File: config.mk
export PLATFORM = sky130hd
export DESIGN_NAME = ssrx_top
export DESIGN_NICKNAME = d
export VERILOG_FILES = /design/src/inc/ssrx_pkg.sv /design/src/design/ssrx_top.sv
export VERILOG_INCLUDE_DIRS = /design/src /design/src/inc
export SDC_FILE = /design/constraint.sdc
export NUM_CORES = 1
export LEC_CHECK = 0
export BUFFER_PORTS_ARGS = -buffer_cell sky130_fd_sc_hd__buf_2
export CORE_UTILIZATION = 60
export CTS_BUF_LIST = sky130_fd_sc_hd__clkbuf_16
export CTS_CLUSTER_SIZE = 40
export DETAILED_ROUTE_END_ITERATION = 8
export GPL_TIMING_DRIVEN = 0
export HOLD_SLACK_MARGIN = 0.12
export PLACE_DENSITY = 0.79
export SYNTH_ARGS = -nofsm -noshare
export SYNTH_HDL_FRONTEND = slang
export SYNTH_SLANG_ARGS = --single-unit
File: constraint.sdc
create_clock -name sys_clk -period 5.38 [get_ports sys_clk]
set_input_delay 0.538 -clock sys_clk [delete_from_list [all_inputs] [get_ports sys_clk]]
set_output_delay 0.538 -clock sys_clk [all_outputs]
set_load 0.01 [all_outputs]
File: src/inc/ssrx_defs.svh
// constants for the synchronous serial receiver
// Overview of operation
// (RULE1) master receive turns off the data pin driver.
// (RULE2) reception starts when single or continuous receive enable is set.
// (RULE3) single receive: master clocks one character, then clears single enable.
// (RULE4) continuous receive: master clocks without pause until the bit is cleared.
// (RULE5) clearing continuous mid-character stops the clock and drops the partial character.
// (RULE6) both set: single clears after the first character, continuous governs.
// (RULE7) data is sampled on the trailing clock edge into the shift register.
// (RULE8) complete character sets the receive flag and enters a two-entry queue.
// (RULE9) data register shows low eight bits of the oldest character.
// (RULE10) receive flag stays high while the queue is not empty.
// (RULE11) slave takes the clock from the clock pin and leaves it undriven.
// (RULE12) data changes on leading edge, valid on trailing, one bit per cycle.
// (RULE13) an external master supplies exactly one clock per data bit.
// (RULE14) a third character with a full queue sets overrun, queue kept.
// (RULE15) during overrun queued data stays readable and nothing new is taken.
// (RULE16) overrun in single mode is cleared by reading the data register.
// (RULE17) overrun in continuous mode clears by dropping continuous or port enable.
// (RULE18) nine-bit mode shifts nine bits; ninth bit of oldest shows in status.
// (RULE19) software reads the ninth bit before the low eight bits.
// (RULE20) software sets mode bits with both receive enables clear before starting.
// (RULE21) receive interrupt when a character is queued and enabled.
// (RULE22) software programs divisor and speed selects before receiving.
// (RULE23) each data register read pops the oldest character.
`ifndef SSRX_DEFS_SVH
`define SSRX_DEFS_SVH
`define SSRX_ADDR_CTRL    4'h0
`define SSRX_ADDR_DATA    4'h1
`define SSRX_ADDR_DIVLO   4'h2
`define SSRX_ADDR_DIVHI   4'h3
`define SSRX_ADDR_STAT    4'h4
`define SSRX_B_SERIAL_PORT_ENABLE       7
`define SSRX_B_RX9        6
`define SSRX_B_SINGLE_RECEIVE_ENABLE       5
`define SSRX_B_CONTINUOUS_RECEIVE_ENABLE       4
`define SSRX_B_CLOCK_SOURCE_MASTER       3
`define SSRX_B_RECEIVE_INTERRUPT_ENABLE       2
`define SSRX_B_HIGH_SPEED_BAUD_SELECT       1
`define SSRX_B_WIDE_DIVISOR_SELECT      0
`define SSRX_S_OVERRUN_ERROR_FLAG       1
`define SSRX_S_RECEIVED_NINTH_BIT       0
`define SSRX_S_RECEIVE_FLAG       2
`define SSRX_BITS8        4'h8
`define SSRX_BITS9        4'h9
`define SSRX_DEPTH        2'h2
`endif

File: src/inc/ssrx_pkg.sv
// types for the synchronous serial receiver
package ssrx_pkg;
  typedef enum logic [2:0] {
    SSRX_IDLE = 3'b001,
    SSRX_LOW  = 3'b010,
    SSRX_HIGH = 3'b100
  } ssrx_phase_type;

  typedef struct packed {
    logic       wr;
    logic       rd;
    logic [3:0] addr;
    logic [7:0] wdata;
  } ssrx_bus_type;

  typedef struct packed {
    ssrx_phase_type phase;
    logic [7:0]     ctrl;
    logic [7:0]     div_lo;
    logic [7:0]     div_hi;
    logic [15:0]    div_cnt;
    logic [8:0]     shreg;
    logic [3:0]     bitcnt;
    logic [8:0]     q0;
    logic [8:0]     q1;
    logic [1:0]     qcnt;
    logic           overrun_error_flag;
    logic           ovr_single;
    logic [7:0]     rdata;
    logic           ck_out;
    logic [1:0]     ck_sync;
    logic [1:0]     dt_sync;
    logic           ck_prev;
  } ssrx_state_type;
endpackage

File: src/design/ssrx_top.sv
// synchronous serial receiver core
`timescale 1ns/1ps
`include "ssrx_defs.svh"
module ssrx_top (
  // clock and reset
  input  wire logic                sys_clk,
  input  wire logic                srst,
  // register port
  input  wire ssrx_pkg::ssrx_bus_type bus,
  output logic [7:0]               rdata,
  // link pins
  input  wire logic                ck_pin_in,
  output logic                     ck_pin_out,
  output logic                     ck_pin_oe,
  input  wire logic                dt_pin_in,
  output logic                     dt_pin_out,
  output logic                     dt_pin_oe,
  // events
  output logic                     receive_flag,
  output logic                     receive_irq
);
  ssrx_pkg::ssrx_state_type s_r;
  ssrx_pkg::ssrx_state_type s_nxt;

  logic       serial_port_enable;
  logic       single_receive_enable;
  logic       continuous_receive_enable;
  logic       clock_source_master;
  logic       ninth_bit_receive_select;
  logic       active;
  logic [3:0] nbits;
  logic [15:0] div_load;
  logic       ck_sync;
  logic       trail_edge;
  logic       rd_data;
  logic       done;

  assign serial_port_enable                      = s_r.ctrl[`SSRX_B_SERIAL_PORT_ENABLE];
  assign single_receive_enable     = s_r.ctrl[`SSRX_B_SINGLE_RECEIVE_ENABLE];
  assign continuous_receive_enable = s_r.ctrl[`SSRX_B_CONTINUOUS_RECEIVE_ENABLE];
  assign clock_source_master       = s_r.ctrl[`SSRX_B_CLOCK_SOURCE_MASTER];
  assign ninth_bit_receive_select  = s_r.ctrl[`SSRX_B_RX9];
  assign active = serial_port_enable && (single_receive_enable || continuous_receive_enable) && !s_r.overrun_error_flag; // RULE2 RULE15
  assign nbits  = ninth_bit_receive_select ? `SSRX_BITS9 : `SSRX_BITS8; // RULE18
  assign ck_sync = s_r.ck_sync[1];
  assign rd_data = bus.rd && (bus.addr == `SSRX_ADDR_DATA);

  // divisor: wide select uses high byte, high speed halves the half-period
  always_comb begin
    div_load = s_r.ctrl[`SSRX_B_WIDE_DIVISOR_SELECT] ? {s_r.div_hi, s_r.div_lo} : {8'h00, s_r.div_lo};
    if (!s_r.ctrl[`SSRX_B_HIGH_SPEED_BAUD_SELECT]) begin
      div_load = {div_load[14:0], 1'b1};
    end
  end

  // trailing edge: master uses own falling clock, slave the synced pin
  assign trail_edge = clock_source_master
                    ? (s_r.phase == ssrx_pkg::SSRX_HIGH && s_r.div_cnt == 16'h0000)
                    : (s_r.ck_prev && !ck_sync); // RULE11 RULE7 RULE12

  always_comb begin
    s_nxt = s_r;
    done  = 1'b0;
    s_nxt.ck_sync = {s_r.ck_sync[0], ck_pin_in};
    s_nxt.dt_sync = {s_r.dt_sync[0], dt_pin_in};
    s_nxt.ck_prev = ck_sync;
    s_nxt.rdata   = s_r.q0[7:0]; // RULE9
    // register writes
    if (bus.wr) begin
      case (bus.addr)
        `SSRX_ADDR_CTRL:  s_nxt.ctrl   = bus.wdata;
        `SSRX_ADDR_DIVLO: s_nxt.div_lo = bus.wdata;
        `SSRX_ADDR_DIVHI: s_nxt.div_hi = bus.wdata;
        default:          s_nxt.ctrl   = s_nxt.ctrl;
      endcase
    end
    // read data
    case (bus.addr)
      `SSRX_ADDR_CTRL:  s_nxt.rdata = s_r.ctrl;
      `SSRX_ADDR_DATA:  s_nxt.rdata = s_r.q0[7:0]; // RULE9
      `SSRX_ADDR_DIVLO: s_nxt.rdata = s_r.div_lo;
      `SSRX_ADDR_DIVHI: s_nxt.rdata = s_r.div_hi;
      `SSRX_ADDR_STAT:  begin
        s_nxt.rdata = 8'h00;
        s_nxt.rdata[`SSRX_S_RECEIVED_NINTH_BIT] = s_r.q0[8]; // RULE18
        s_nxt.rdata[`SSRX_S_OVERRUN_ERROR_FLAG] = s_r.overrun_error_flag;
        s_nxt.rdata[`SSRX_S_RECEIVE_FLAG] = (s_r.qcnt != 2'h0);
      end
      default: s_nxt.rdata = 8'h00;
    endcase
    // pop on data read
    if (rd_data && s_r.qcnt != 2'h0) begin
      s_nxt.q0   = s_r.q1; // RULE23
      s_nxt.qcnt = s_r.qcnt - 2'h1;
    end
    if (rd_data && s_r.overrun_error_flag && s_r.ovr_single) begin
      s_nxt.overrun_error_flag = 1'b0; // RULE16
    end
    // shift engine
    case (s_r.phase)
      ssrx_pkg::SSRX_IDLE: begin
        s_nxt.ck_out = 1'b0;
        s_nxt.bitcnt = 4'h0;
        if (active) begin
          s_nxt.phase   = ssrx_pkg::SSRX_LOW;
          s_nxt.div_cnt = div_load;
        end
      end
      ssrx_pkg::SSRX_LOW: begin
        if (clock_source_master) begin
          s_nxt.div_cnt = s_r.div_cnt - 16'h0001;
          if (s_r.div_cnt == 16'h0000) begin
            s_nxt.phase   = ssrx_pkg::SSRX_HIGH; // leading edge RULE12
            s_nxt.ck_out  = 1'b1;
            s_nxt.div_cnt = div_load;
          end
        end else begin
          s_nxt.phase = ssrx_pkg::SSRX_HIGH;
        end
      end
      ssrx_pkg::SSRX_HIGH: begin
        if (clock_source_master) begin
          s_nxt.div_cnt = s_r.div_cnt - 16'h0001;
        end
        if (trail_edge) begin
          s_nxt.ck_out = 1'b0;
          s_nxt.shreg  = {s_r.dt_sync[1], s_r.shreg[8:1]}; // RULE7
          s_nxt.bitcnt = s_r.bitcnt + 4'h1;
          s_nxt.div_cnt = div_load;
          if (clock_source_master) begin
            s_nxt.phase = ssrx_pkg::SSRX_LOW;
          end
          if (s_r.bitcnt + 4'h1 == nbits) begin
            done = 1'b1;
            s_nxt.bitcnt = 4'h0;
            s_nxt.phase  = ssrx_pkg::SSRX_LOW;
          end
        end
      end
      default: s_nxt.phase = ssrx_pkg::SSRX_IDLE;
    endcase
    if (done) begin
      if (s_nxt.qcnt == `SSRX_DEPTH) begin
        s_nxt.overrun_error_flag       = 1'b1; // RULE14
        s_nxt.ovr_single = !continuous_receive_enable;
      end else if (s_nxt.qcnt == 2'h1) begin
        s_nxt.q1   = ninth_bit_receive_select ? {s_r.dt_sync[1], s_r.shreg[8:1]}
                                              : {1'b0, s_r.dt_sync[1], s_r.shreg[8:2]};
        s_nxt.qcnt = 2'h2; // RULE8
      end else begin
        s_nxt.q0   = ninth_bit_receive_select ? {s_r.dt_sync[1], s_r.shreg[8:1]}
                                              : {1'b0, s_r.dt_sync[1], s_r.shreg[8:2]};
        s_nxt.qcnt = 2'h1; // RULE8
      end
      s_nxt.ctrl[`SSRX_B_SINGLE_RECEIVE_ENABLE] = 1'b0; // RULE3 RULE6
      if (!continuous_receive_enable) begin
        s_nxt.phase = ssrx_pkg::SSRX_IDLE; // RULE3
      end
    end
    // continuous dropped: stop clock, discard partial
    if (!s_nxt.ctrl[`SSRX_B_CONTINUOUS_RECEIVE_ENABLE] && continuous_receive_enable) begin
      s_nxt.phase  = ssrx_pkg::SSRX_IDLE; // RULE5
      s_nxt.ck_out = 1'b0;
      s_nxt.bitcnt = 4'h0;
      if (!s_r.ovr_single) begin
        s_nxt.overrun_error_flag = 1'b0; // RULE17
      end
    end
    if (s_r.phase != ssrx_pkg::SSRX_IDLE && !active && !done) begin
      s_nxt.phase  = ssrx_pkg::SSRX_IDLE; // RULE4 RULE5
      s_nxt.ck_out = 1'b0;
      s_nxt.bitcnt = 4'h0;
    end
    // port disabled: reset the unit
    if (!s_nxt.ctrl[`SSRX_B_SERIAL_PORT_ENABLE]) begin
      s_nxt.phase      = ssrx_pkg::SSRX_IDLE; // RULE17
      s_nxt.qcnt       = 2'h0;
      s_nxt.overrun_error_flag       = 1'b0;
      s_nxt.ovr_single = 1'b0;
      s_nxt.bitcnt     = 4'h0;
      s_nxt.ck_out     = 1'b0;
    end
  end

  always_ff @(posedge sys_clk) begin
    if (srst) begin
      s_r       <= '0;
      s_r.phase <= ssrx_pkg::SSRX_IDLE;
    end else begin
      s_r <= s_nxt;
    end
  end

  assign rdata        = s_r.rdata;
  assign dt_pin_out   = 1'b0;
  assign dt_pin_oe    = 1'b0; // RULE1
  assign ck_pin_out   = s_r.ck_out;
  assign ck_pin_oe    = serial_port_enable && clock_source_master; // RULE11
  assign receive_flag = (s_r.qcnt != 2'h0); // RULE10
  assign receive_irq  = receive_flag && s_r.ctrl[`SSRX_B_RECEIVE_INTERRUPT_ENABLE]; // RULE21

  a_flag_tracks_queue: assert property (@(posedge sys_clk) disable iff (srst) // RULE10
    (s_r.qcnt == 2'h0) |-> !receive_flag)
    else $error("receive flag set with empty queue");
  a_data_pin_off: assert property (@(posedge sys_clk) disable iff (srst) // RULE1
    !dt_pin_oe)
    else $error("data pin driven");
  a_slave_clk_off: assert property (@(posedge sys_clk) disable iff (srst) // RULE11
    !clock_source_master |-> !ck_pin_oe)
    else $error("slave drives clock pin");
  a_queue_max_two: assert property (@(posedge sys_clk) disable iff (srst) // RULE8
    s_r.qcnt <= `SSRX_DEPTH)
    else $error("queue above two");
  a_ovr_keeps_q: assert property (@(posedge sys_clk) disable iff (srst) // RULE14
    (s_r.overrun_error_flag && !rd_data && serial_port_enable) |=> $stable(s_r.q0) && $stable(s_r.q1))
    else $error("queue changed during overrun");
  a_ovr_no_clock: assert property (@(posedge sys_clk) disable iff (srst) // RULE15
    s_r.overrun_error_flag |=> s_r.phase == ssrx_pkg::SSRX_IDLE)
    else $error("shifting during overrun");
  a_single_clears: assert property (@(posedge sys_clk) disable iff (srst) // RULE3
    (done && !bus.wr) |=> !single_receive_enable)
    else $error("single enable not cleared");
  a_pop_on_read: assert property (@(posedge sys_clk) disable iff (srst) // RULE23
    (rd_data && s_r.qcnt == 2'h2 && !done && serial_port_enable && !bus.wr) |=> s_r.qcnt == 2'h1)
    else $error("read did not pop");
  a_irq_gate: assert property (@(posedge sys_clk) disable iff (srst) // RULE21
    receive_irq |-> receive_flag && s_r.ctrl[`SSRX_B_RECEIVE_INTERRUPT_ENABLE])
    else $error("irq without cause");
  a_continuous_receive_enable_drop_stops: assert property (@(posedge sys_clk) disable iff (srst) // RULE5
    ($fell(continuous_receive_enable) && !single_receive_enable) |-> s_r.phase == ssrx_pkg::SSRX_IDLE)
    else $error("clock kept after continuous drop");

  // pin drivers, start and stop
  a_data_out_low: assert property (@(posedge sys_clk) disable iff (srst) // RULE1
    !dt_pin_out)
    else $error("data pin output not low");
  a_master_clk_oe: assert property (@(posedge sys_clk) disable iff (srst) // RULE11
    (serial_port_enable && clock_source_master) |-> ck_pin_oe)
    else $error("master does not drive clock pin");
  a_idle_waits: assert property (@(posedge sys_clk) disable iff (srst) // RULE2
    (s_r.phase == ssrx_pkg::SSRX_IDLE && !active) |=> s_r.phase == ssrx_pkg::SSRX_IDLE)
    else $error("left idle without enable");
  a_enable_starts: assert property (@(posedge sys_clk) disable iff (srst) // RULE2
    (s_r.phase == ssrx_pkg::SSRX_IDLE && active && !bus.wr) |=> s_r.phase == ssrx_pkg::SSRX_LOW)
    else $error("enable did not start reception");
  a_start_loads_div: assert property (@(posedge sys_clk) disable iff (srst) // RULE2
    (s_r.phase == ssrx_pkg::SSRX_IDLE && active && !bus.wr) |=> s_r.div_cnt == $past(div_load))
    else $error("divisor not loaded at start");
  a_idle_clk_low: assert property (@(posedge sys_clk) disable iff (srst) // RULE5
    s_r.phase == ssrx_pkg::SSRX_IDLE |-> !ck_pin_out)
    else $error("clock high while idle");
  a_idle_no_bits: assert property (@(posedge sys_clk) disable iff (srst) // RULE5
    s_r.phase == ssrx_pkg::SSRX_IDLE |-> s_r.bitcnt == 4'h0)
    else $error("partial bits kept while idle");
  a_single_stops: assert property (@(posedge sys_clk) disable iff (srst) // RULE3
    (done && !continuous_receive_enable && !bus.wr) |=> s_r.phase == ssrx_pkg::SSRX_IDLE)
    else $error("single receive did not stop");
  a_cont_goes_on: assert property (@(posedge sys_clk) disable iff (srst) // RULE4
    (done && continuous_receive_enable && !bus.wr) |=> s_r.phase == ssrx_pkg::SSRX_LOW)
    else $error("continuous receive paused");
  a_both_single_clr: assert property (@(posedge sys_clk) disable iff (srst) // RULE6
    (done && single_receive_enable && continuous_receive_enable && !bus.wr) |=> !single_receive_enable && continuous_receive_enable)
    else $error("single not cleared with both set");
  a_continuous_receive_enable_drop_idle: assert property (@(posedge sys_clk) disable iff (srst) // RULE5
    (bus.wr && bus.addr == `SSRX_ADDR_CTRL && !bus.wdata[`SSRX_B_CONTINUOUS_RECEIVE_ENABLE] && continuous_receive_enable) |=> s_r.bitcnt == 4'h0)
    else $error("partial character kept");
  a_continuous_receive_enable_drop_clk: assert property (@(posedge sys_clk) disable iff (srst) // RULE5
    (bus.wr && bus.addr == `SSRX_ADDR_CTRL && !bus.wdata[`SSRX_B_CONTINUOUS_RECEIVE_ENABLE] && continuous_receive_enable) |=> !ck_pin_out)
    else $error("clock kept after continuous clear");
  // shift clock and sampling
  a_low_clk_low: assert property (@(posedge sys_clk) disable iff (srst) // RULE12
    s_r.phase == ssrx_pkg::SSRX_LOW |-> !ck_pin_out)
    else $error("clock high in low phase");
  a_master_rise: assert property (@(posedge sys_clk) disable iff (srst) // RULE12
    (clock_source_master && s_r.phase == ssrx_pkg::SSRX_LOW && s_r.div_cnt == 16'h0000 && active && !bus.wr) |=> ck_pin_out)
    else $error("leading edge missing");
  a_master_fall: assert property (@(posedge sys_clk) disable iff (srst) // RULE7
    (clock_source_master && s_r.phase == ssrx_pkg::SSRX_HIGH && s_r.div_cnt == 16'h0000) |=> !ck_pin_out)
    else $error("trailing edge missing");
  a_high_steady: assert property (@(posedge sys_clk) disable iff (srst) // RULE12
    (clock_source_master && s_r.phase == ssrx_pkg::SSRX_HIGH && s_r.div_cnt != 16'h0000 && active && !bus.wr) |=> $stable(ck_pin_out))
    else $error("clock changed mid half period");
  a_master_count: assert property (@(posedge sys_clk) disable iff (srst) // RULE12
    (clock_source_master && s_r.phase == ssrx_pkg::SSRX_LOW && s_r.div_cnt != 16'h0000) |=> s_r.div_cnt == $past(s_r.div_cnt) - 16'h0001)
    else $error("divisor count skipped");
  a_shift_on_trail: assert property (@(posedge sys_clk) disable iff (srst) // RULE7
    (s_r.phase == ssrx_pkg::SSRX_HIGH && trail_edge) |=> s_r.shreg == {$past(s_r.dt_sync[1]), $past(s_r.shreg[8:1])})
    else $error("bit not shifted on trailing edge");
  a_no_shift_low: assert property (@(posedge sys_clk) disable iff (srst) // RULE7
    s_r.phase != ssrx_pkg::SSRX_HIGH |=> $stable(s_r.shreg))
    else $error("shift outside high phase");
  a_slave_high: assert property (@(posedge sys_clk) disable iff (srst) // RULE11
    (!clock_source_master && s_r.phase == ssrx_pkg::SSRX_LOW && active && !bus.wr) |=> s_r.phase == ssrx_pkg::SSRX_HIGH)
    else $error("slave not armed for edges");
  a_slave_trail: assert property (@(posedge sys_clk) disable iff (srst) // RULE11
    (!clock_source_master && s_r.phase == ssrx_pkg::SSRX_HIGH && s_r.ck_prev && !ck_sync && active && !bus.wr) |=> s_r.bitcnt != $past(s_r.bitcnt))
    else $error("slave edge not counted");
  // characters and overrun
  a_first_queued: assert property (@(posedge sys_clk) disable iff (srst) // RULE8
    (done && s_r.qcnt == 2'h0 && !bus.wr) |=> receive_flag)
    else $error("flag not set on character");
  a_second_queued: assert property (@(posedge sys_clk) disable iff (srst) // RULE8
    (done && s_r.qcnt == 2'h1 && !rd_data && !bus.wr) |=> s_r.qcnt == 2'h2)
    else $error("second character not queued");
  a_first_data: assert property (@(posedge sys_clk) disable iff (srst) // RULE18
    (done && s_r.qcnt == 2'h0 && ninth_bit_receive_select && !bus.wr) |=> s_r.q0 == {$past(s_r.dt_sync[1]), $past(s_r.shreg[8:1])})
    else $error("nine bit character wrong");
  a_eight_bit_top: assert property (@(posedge sys_clk) disable iff (srst) // RULE18
    (done && s_r.qcnt == 2'h0 && !ninth_bit_receive_select && !bus.wr) |=> !s_r.q0[8])
    else $error("ninth bit set in eight bit mode");
  a_done_count: assert property (@(posedge sys_clk) disable iff (srst) // RULE18
    done |-> s_r.bitcnt == nbits - 4'h1)
    else $error("character length wrong");
  a_ovr_sets: assert property (@(posedge sys_clk) disable iff (srst) // RULE14
    (done && s_r.qcnt == 2'h2 && !rd_data && !bus.wr) |=> s_r.overrun_error_flag && s_r.qcnt == 2'h2)
    else $error("overrun not flagged");
  a_ovr_idle_stays: assert property (@(posedge sys_clk) disable iff (srst) // RULE15
    (s_r.overrun_error_flag && s_r.phase == ssrx_pkg::SSRX_IDLE) |=> s_r.phase == ssrx_pkg::SSRX_IDLE)
    else $error("reception restarted in overrun");
  a_ovr_readable: assert property (@(posedge sys_clk) disable iff (srst) // RULE15
    (s_r.overrun_error_flag && rd_data) |=> rdata == $past(s_r.q0[7:0]))
    else $error("queue unreadable in overrun");
  a_single_ovr_clr: assert property (@(posedge sys_clk) disable iff (srst) // RULE16
    (s_r.overrun_error_flag && s_r.ovr_single && rd_data) |=> !s_r.overrun_error_flag)
    else $error("single overrun not cleared by read");
  a_cont_ovr_held: assert property (@(posedge sys_clk) disable iff (srst) // RULE17
    (s_r.overrun_error_flag && !s_r.ovr_single && !bus.wr) |=> s_r.overrun_error_flag)
    else $error("continuous overrun lost");
  a_cont_ovr_clr: assert property (@(posedge sys_clk) disable iff (srst) // RULE17
    (s_r.overrun_error_flag && !s_r.ovr_single && bus.wr && bus.addr == `SSRX_ADDR_CTRL && !bus.wdata[`SSRX_B_CONTINUOUS_RECEIVE_ENABLE]) |=> !s_r.overrun_error_flag)
    else $error("continuous clear kept overrun");
  a_serial_port_enable_clears: assert property (@(posedge sys_clk) disable iff (srst) // RULE17
    (bus.wr && bus.addr == `SSRX_ADDR_CTRL && !bus.wdata[`SSRX_B_SERIAL_PORT_ENABLE]) |=> s_r.qcnt == 2'h0 && !s_r.overrun_error_flag)
    else $error("port disable did not reset");
  // register reads and events
  a_data_read: assert property (@(posedge sys_clk) disable iff (srst) // RULE9
    rd_data |=> rdata == $past(s_r.q0[7:0]))
    else $error("data read not oldest character");
  a_stat_ninth: assert property (@(posedge sys_clk) disable iff (srst) // RULE18
    (bus.rd && bus.addr == `SSRX_ADDR_STAT) |=> rdata[`SSRX_S_RECEIVED_NINTH_BIT] == $past(s_r.q0[8]))
    else $error("ninth bit status wrong");
  a_stat_flag: assert property (@(posedge sys_clk) disable iff (srst) // RULE10
    (bus.rd && bus.addr == `SSRX_ADDR_STAT) |=> rdata[`SSRX_S_RECEIVE_FLAG] == $past(receive_flag))
    else $error("flag status wrong");
  a_stat_ovr: assert property (@(posedge sys_clk) disable iff (srst) // RULE14
    (bus.rd && bus.addr == `SSRX_ADDR_STAT) |=> rdata[`SSRX_S_OVERRUN_ERROR_FLAG] == $past(s_r.overrun_error_flag))
    else $error("overrun status wrong");
  a_pop_last: assert property (@(posedge sys_clk) disable iff (srst) // RULE10
    (rd_data && s_r.qcnt == 2'h1 && !done) |=> !receive_flag)
    else $error("flag kept after last read");
  a_pop_shifts: assert property (@(posedge sys_clk) disable iff (srst) // RULE23
    (rd_data && s_r.qcnt == 2'h2) |=> s_r.q0 == $past(s_r.q1))
    else $error("next character not moved up");
  a_empty_read: assert property (@(posedge sys_clk) disable iff (srst) // RULE10
    (rd_data && s_r.qcnt == 2'h0 && !done) |=> !receive_flag)
    else $error("flag set by empty read");
  a_irq_follows: assert property (@(posedge sys_clk) disable iff (srst) // RULE21
    (receive_flag && s_r.ctrl[`SSRX_B_RECEIVE_INTERRUPT_ENABLE]) |-> receive_irq)
    else $error("irq missing");
  a_irq_masked: assert property (@(posedge sys_clk) disable iff (srst) // RULE21
    !s_r.ctrl[`SSRX_B_RECEIVE_INTERRUPT_ENABLE] |-> !receive_irq)
    else $error("irq while disabled");
endmodule

# Word-level counts from Yosys, hierarchy flattened
# Index checks and enable logic that the tools add are counted.
dict set report classes {
  addsub 3
  n_eq_ne 16
  muxes 45
  bitwise_logic 2
  reduce_logical 37
}
# operator count
set op_table {}
lappend op_table {{$mux 16} 6}
lappend op_table {{$pmux 16 s3} 1}
lappend op_table {{$pmux 8 s5} 1}
lappend op_table {{$mux 9} 4}
lappend op_table {{$mux 29} 1}
lappend op_table {{$mux 24} 1}
lappend op_table {{$mux 3} 8}
lappend op_table {{$mux 8} 3}
lappend op_table {{$mux 22} 1}
lappend op_table {{$mux 20} 1}
lappend op_table {{$logic_not 16->1} 1}
lappend op_table {{$sub 16x1->16 const B} 1}
lappend op_table {{$logic_and 1x1->1} 13}
lappend op_table {{$reduce_and 2->1} 6}
lappend op_table {{$mux 1} 11}
lappend op_table {{$pmux 3 s3} 1}
lappend op_table {{$eq 4x2->1 const B} 2}
lappend op_table {{$ne 2x2->1 const B} 4}
lappend op_table {{$pmux 4 s2} 1}
lappend op_table {{$reduce_and 4->1} 2}
lappend op_table {{$logic_not 1->1} 6}
lappend op_table {{$mux 2} 3}
lappend op_table {{$add 4x1->4 const B} 1}
lappend op_table {{$eq 4x1->1 const B} 1}
lappend op_table {{other kinds (20)} 23}
dict set report word_totals {
  ff_bits 92
  inputBits 18
  output_inout_bits 14
}

# Logic depth before layout (Yosys ltp)
dict set report logic_depth {
  ltp_word 10
  depth_mapped 14
  depth_no_buf 12
}

# Worst setup path after synthesis
# OpenSTA, ideal clock, no wires.
dict set report synth_path {
  path_kind {in2reg}
  start {in bus[11] in the netlist's numbering}
  end {reg s_r[35] in the netlist's numbering}
  t_arrival_ns 3.201
  setup_slack_ns 2.100
  stages 12
  cell_sequence {clkbuf_1 -> nor4b_2 -> nand3_1 -> buf_2 -> xnor2_1 -> inv_1 -> ha_1 -> or3_1 -> nor3_4 -> buf_6 -> nor2_1 -> a211oi_2}
}
dict set report synth_between {
  elab_chain_len 8
}
# element line
set synth_lines {}
lappend synth_lines {{start: declaration} ssrx_top.sv:9} ;# input wire ssrx_pkg::ssrx_bus_type bus,
lappend synth_lines {{$eq 4x1->1 *} n/a}
lappend synth_lines {{$logic_and 1x1->1 *} ssrx_top.sv:46} ;# assign rd_data = bus.rd && (bus.addr == `SSRX_ADDR_DATA);
lappend synth_lines {{$logic_and 1x1->1 *} ssrx_top.sv:92} ;# if (rd_data && s_r.qcnt != 2'h0) begin
lappend synth_lines {{$mux 2} ssrx_top.sv:92}
lappend synth_lines {{$eq 2x1->1} ssrx_top.sv:146} ;# end else if (s_nxt.qcnt == 2'h1) begin
lappend synth_lines {{$mux 9} ssrx_top.sv:146}
lappend synth_lines {{$mux 20} ssrx_top.sv:143} ;# if (s_nxt.qcnt == `SSRX_DEPTH) begin
lappend synth_lines {{$mux 22 *} ssrx_top.sv:142} ;# if (done) begin
lappend synth_lines {{end signal: assignment} ssrx_top.sv:190} ;# s_r <= s_nxt;
lappend synth_lines {{end: declaration} ssrx_top.sv:22} ;# ssrx_pkg::ssrx_state_type s_r;
# Every way passes the cells marked *; elsewhere a longest branch is shown, timed or not.
# A chain may end at the register's enable or synchronous reset.

# Worst setup path after layout
# Same ends and word-level chain as after synthesis.

==> metrics.txt <==
Max Slew Vio Count 0; max incr delay on CP 0.86 ns; peak supply drop 0.165 mV; clk_lat worst skew 0.34 ns; vias in the first global route 4146; via-per-instance ratio 6.21; Remaining Overflow, GRT 0; relative slew slack 31.2%; nets@finish 634; Synth Cell Area 4750 µm²; commonest cells after routing, fill and taps aside dfxtp_1, nand2_1, a21oi_1; Die H 91.0 µm; metal3 WL 1060 µm; vias 4452; wire length on met2 5670 µm; Routed WL 12600 µm; violated checks DRC; Port Buffers 28; worst hold path type input pin to flip-flop; Tcrit/Tclk final 67.2%; die boundary width 91.0 µm; remaining antenna violation count 0; switch share 22.7%; number of enable flip-flop cells after synthesis 0; WP data required 5.64 ns; Met1 Routed Length 5490 µm; # hold bufs at CTS 0; Worst Setup End Kind flip-flop; Root Buffer clkbuf_16; top cells by area, synth dfxtp_1, a21oi_1, nand2_1; status finished with violations; Layout Utilization 69.2%; WHS Path Cells 2; FF+latch count, synth 91; die footprint 8280 µm²; most common cell after layout, fill and taps aside dfxtp_1; worst setup margin 1.77 ns; P_sw 0.000309 W; critical path class input pin to flip-flop; first-pass GRT wire length 20600 µm; Leak 1.90 nW; cell accounting for the most synthesized area dfxtp_1; DP HPWL 9330 µm; asr flop ratio synth 0%; top layer used by detailed routing met4; cts bufs inserted 9; Layout area overhead 11.9%; Clock Power Share 46.3%; layout cell share with drive strength beyond 1 15.3%; sequential power share 50.0%; wire per inst 17.6 µm; setup_tns 0 ns; CTS tree done; Post-CTS Setup Inserts 0; PostCTS Resize Cnt 0; Setup WS pre-CTS 1.48 ns; CTS sink cnt 91; first-iteration detailed-routing DRC count 422; largest net degree at the start of global routing 16; Starting Density 61.8%; Worst Path Arrival 3.88 ns; fmax 0.277 GHz; CP max stage cell nor4b_2; skew final 0.0116 ns; max cap viols 0; H-tree levels 3; min Tclk post-route 3.61 ns; RSZ-0062 raised after global routing false; Yosys top cell area share 38.3%; YS warnings 0; # rows 32; count of cell types in the netlist 65; Int Pwr 0.00105 W; pwr dens 256 nW/µm²; worst-path cell chain clkbuf_1 > nor4b_2 > nand3_1 > buf_2 > xnor2_1 > inv_1 > ha_1 > or3_1 > nor3_4 > buf_6 > nor2_1 > a211oi_2; Final Setup Violations 0; ys flop type dfxtp_1; syn_area_per_cell 8.33 µm²; num ports 32; worst reg2reg path depth 13; Slew @ Worst Pin 1.02 ns; DRC violations left 1; worst hold slack 0.404 ns; Antenna Cells 0; critical path launch point type input pin; Total GRT Usage 31.7%; CP max FO 10; Core Area 7690 µm²; CTS Buffer Depth 2; drt pass-1 iters 8; Comb pwr share 3.7%; Seq/Total Area, Yosys 38.3%; GPL Wtd Cong 0.950; Syn Inst Count 570; initial antenna violation count 0; Hold Fails Final Rpt 0; Reg clk slew, reported paths 0.07 ns
[power by group through the flow]
| stage | logic, W | registers (W) | clock network (W) |
|---|---|---|---|
| finish | 0.0000505 | 0.000680 | 0.000629 |
| global route | 0.0000544 | 0.000680 | 0.000662 |
| CTS | 0.0000494 | 0.000680 | 0.000627 |
| detailed placement | 0.0000491 | 0.000696 | 0 |
| global placement | 0.0000485 | 0.000696 | 0 |
| floorplan | 0.0000280 | 0.000694 | 0 |
[cell usage after synthesis (3+ instances only)]
cell        n
a2111oi_0   3
a211oi_1   19
a21oi_1    64
a222oi_1    8
a22oi_1     4
a2bb2oi_1   3
a31oi_1     5
and2_1      6
buf_2       5
buf_4      12
clkbuf_1   23
dfxtp_1    91
ha_1        6
inv_1      27
mux2_2     15
mux2i_1    22
nand2_1    76
nand2b_1    7
nand3_1    31
nor2_1     32
nor2b_1    18
nor3_1     10
nor4_1      6
o21a_1      3
o21ai_0     9
o21ai_1     3
o32ai_1     7
or3_1       4
xnor2_1     4
[registers in the layout, indices dropped and copies added, names as in the netlist]
| signal | count |
|---|---|
| s_r | 76 |
| ck_sync | 1 |
| ck_pin_out | 1 |
| rdata | 8 |
| continuous_receive_enable | 1 |
| clock_source_master | 1 |
| s_nxt | 2 |
| ninth_bit_receive_select | 1 |
[area by class of cell]
class,count,area (µm²)
buffer,45,236
clock buffer,9,225
clock inverter,7,68.8
fill,649,2370
inverter,27,101
multi-input combinational,408,2590
sequential,91,1820
tap,102,128
timing repair buffer,28,140
[critical path, delay by kind of cell]
kind / cells / cell delay [ns]
AO/OA/AOI/OAI: 1 / 0.18
XOR/XNOR: 1 / 0.28
adder cells (fa/ha/maj): 1 / 0.22
AND/OR/NAND/NOR: 5 / 1.93
buffers and inverters: 4 / 0.72
[metrics by stage]
| stage | power (W) | cell area, µm² | instances |
|---|---|---|---|
| 2_1_floorplan | 0.000722 | 4750 | 571 |
| 3_3_place_gp | 0.000744 | 5020 | 701 |
| 3_5_place_dp | 0.000745 | 5020 | 701 |
| 4_1_cts | 0.00136 | 5320 | 717 |
| 5_1_grt | 0.00140 | 5320 | 717 |
| 6_report | 0.00136 | 5320 | 717 |
[worst paths after layout]
check | start | end | slack, ns
worst max-delay path | bus[11] | s_r[35] | 1.77
worst min-delay path | ck_pin_in | s_nxt[4] | 0.40
worst max register to register | s_r[16] | s_r[35] | 2.42
worst min register to register | s_nxt[2] | s_r[2] | 0.43
[kinds of logic (layout without fill, tap and decap cells)]
kind of cell | count (synthesis) | after routing | synth area share [%]
other cells | 1 | 2 | 0.0789
simple gates | 208 | 208 | 22.6
fa+ha+maj | 6 | 6 | 1.58
compound gates | 149 | 149 | 21.0
xor+xnor | 6 | 6 | 1.11
flops | 91 | 91 | 38.3
mux | 37 | 37 | 8.19
buf+inv | 72 | 116 | 7.11
[metal layers]
layer	vias up	GRT usage (%)
met5	-	0
met4	0	12.7
met3	28	5.19
met2	231	50.6
met1	2071	42.7
li1	2122	-
(Power assumes the default switching activity.)
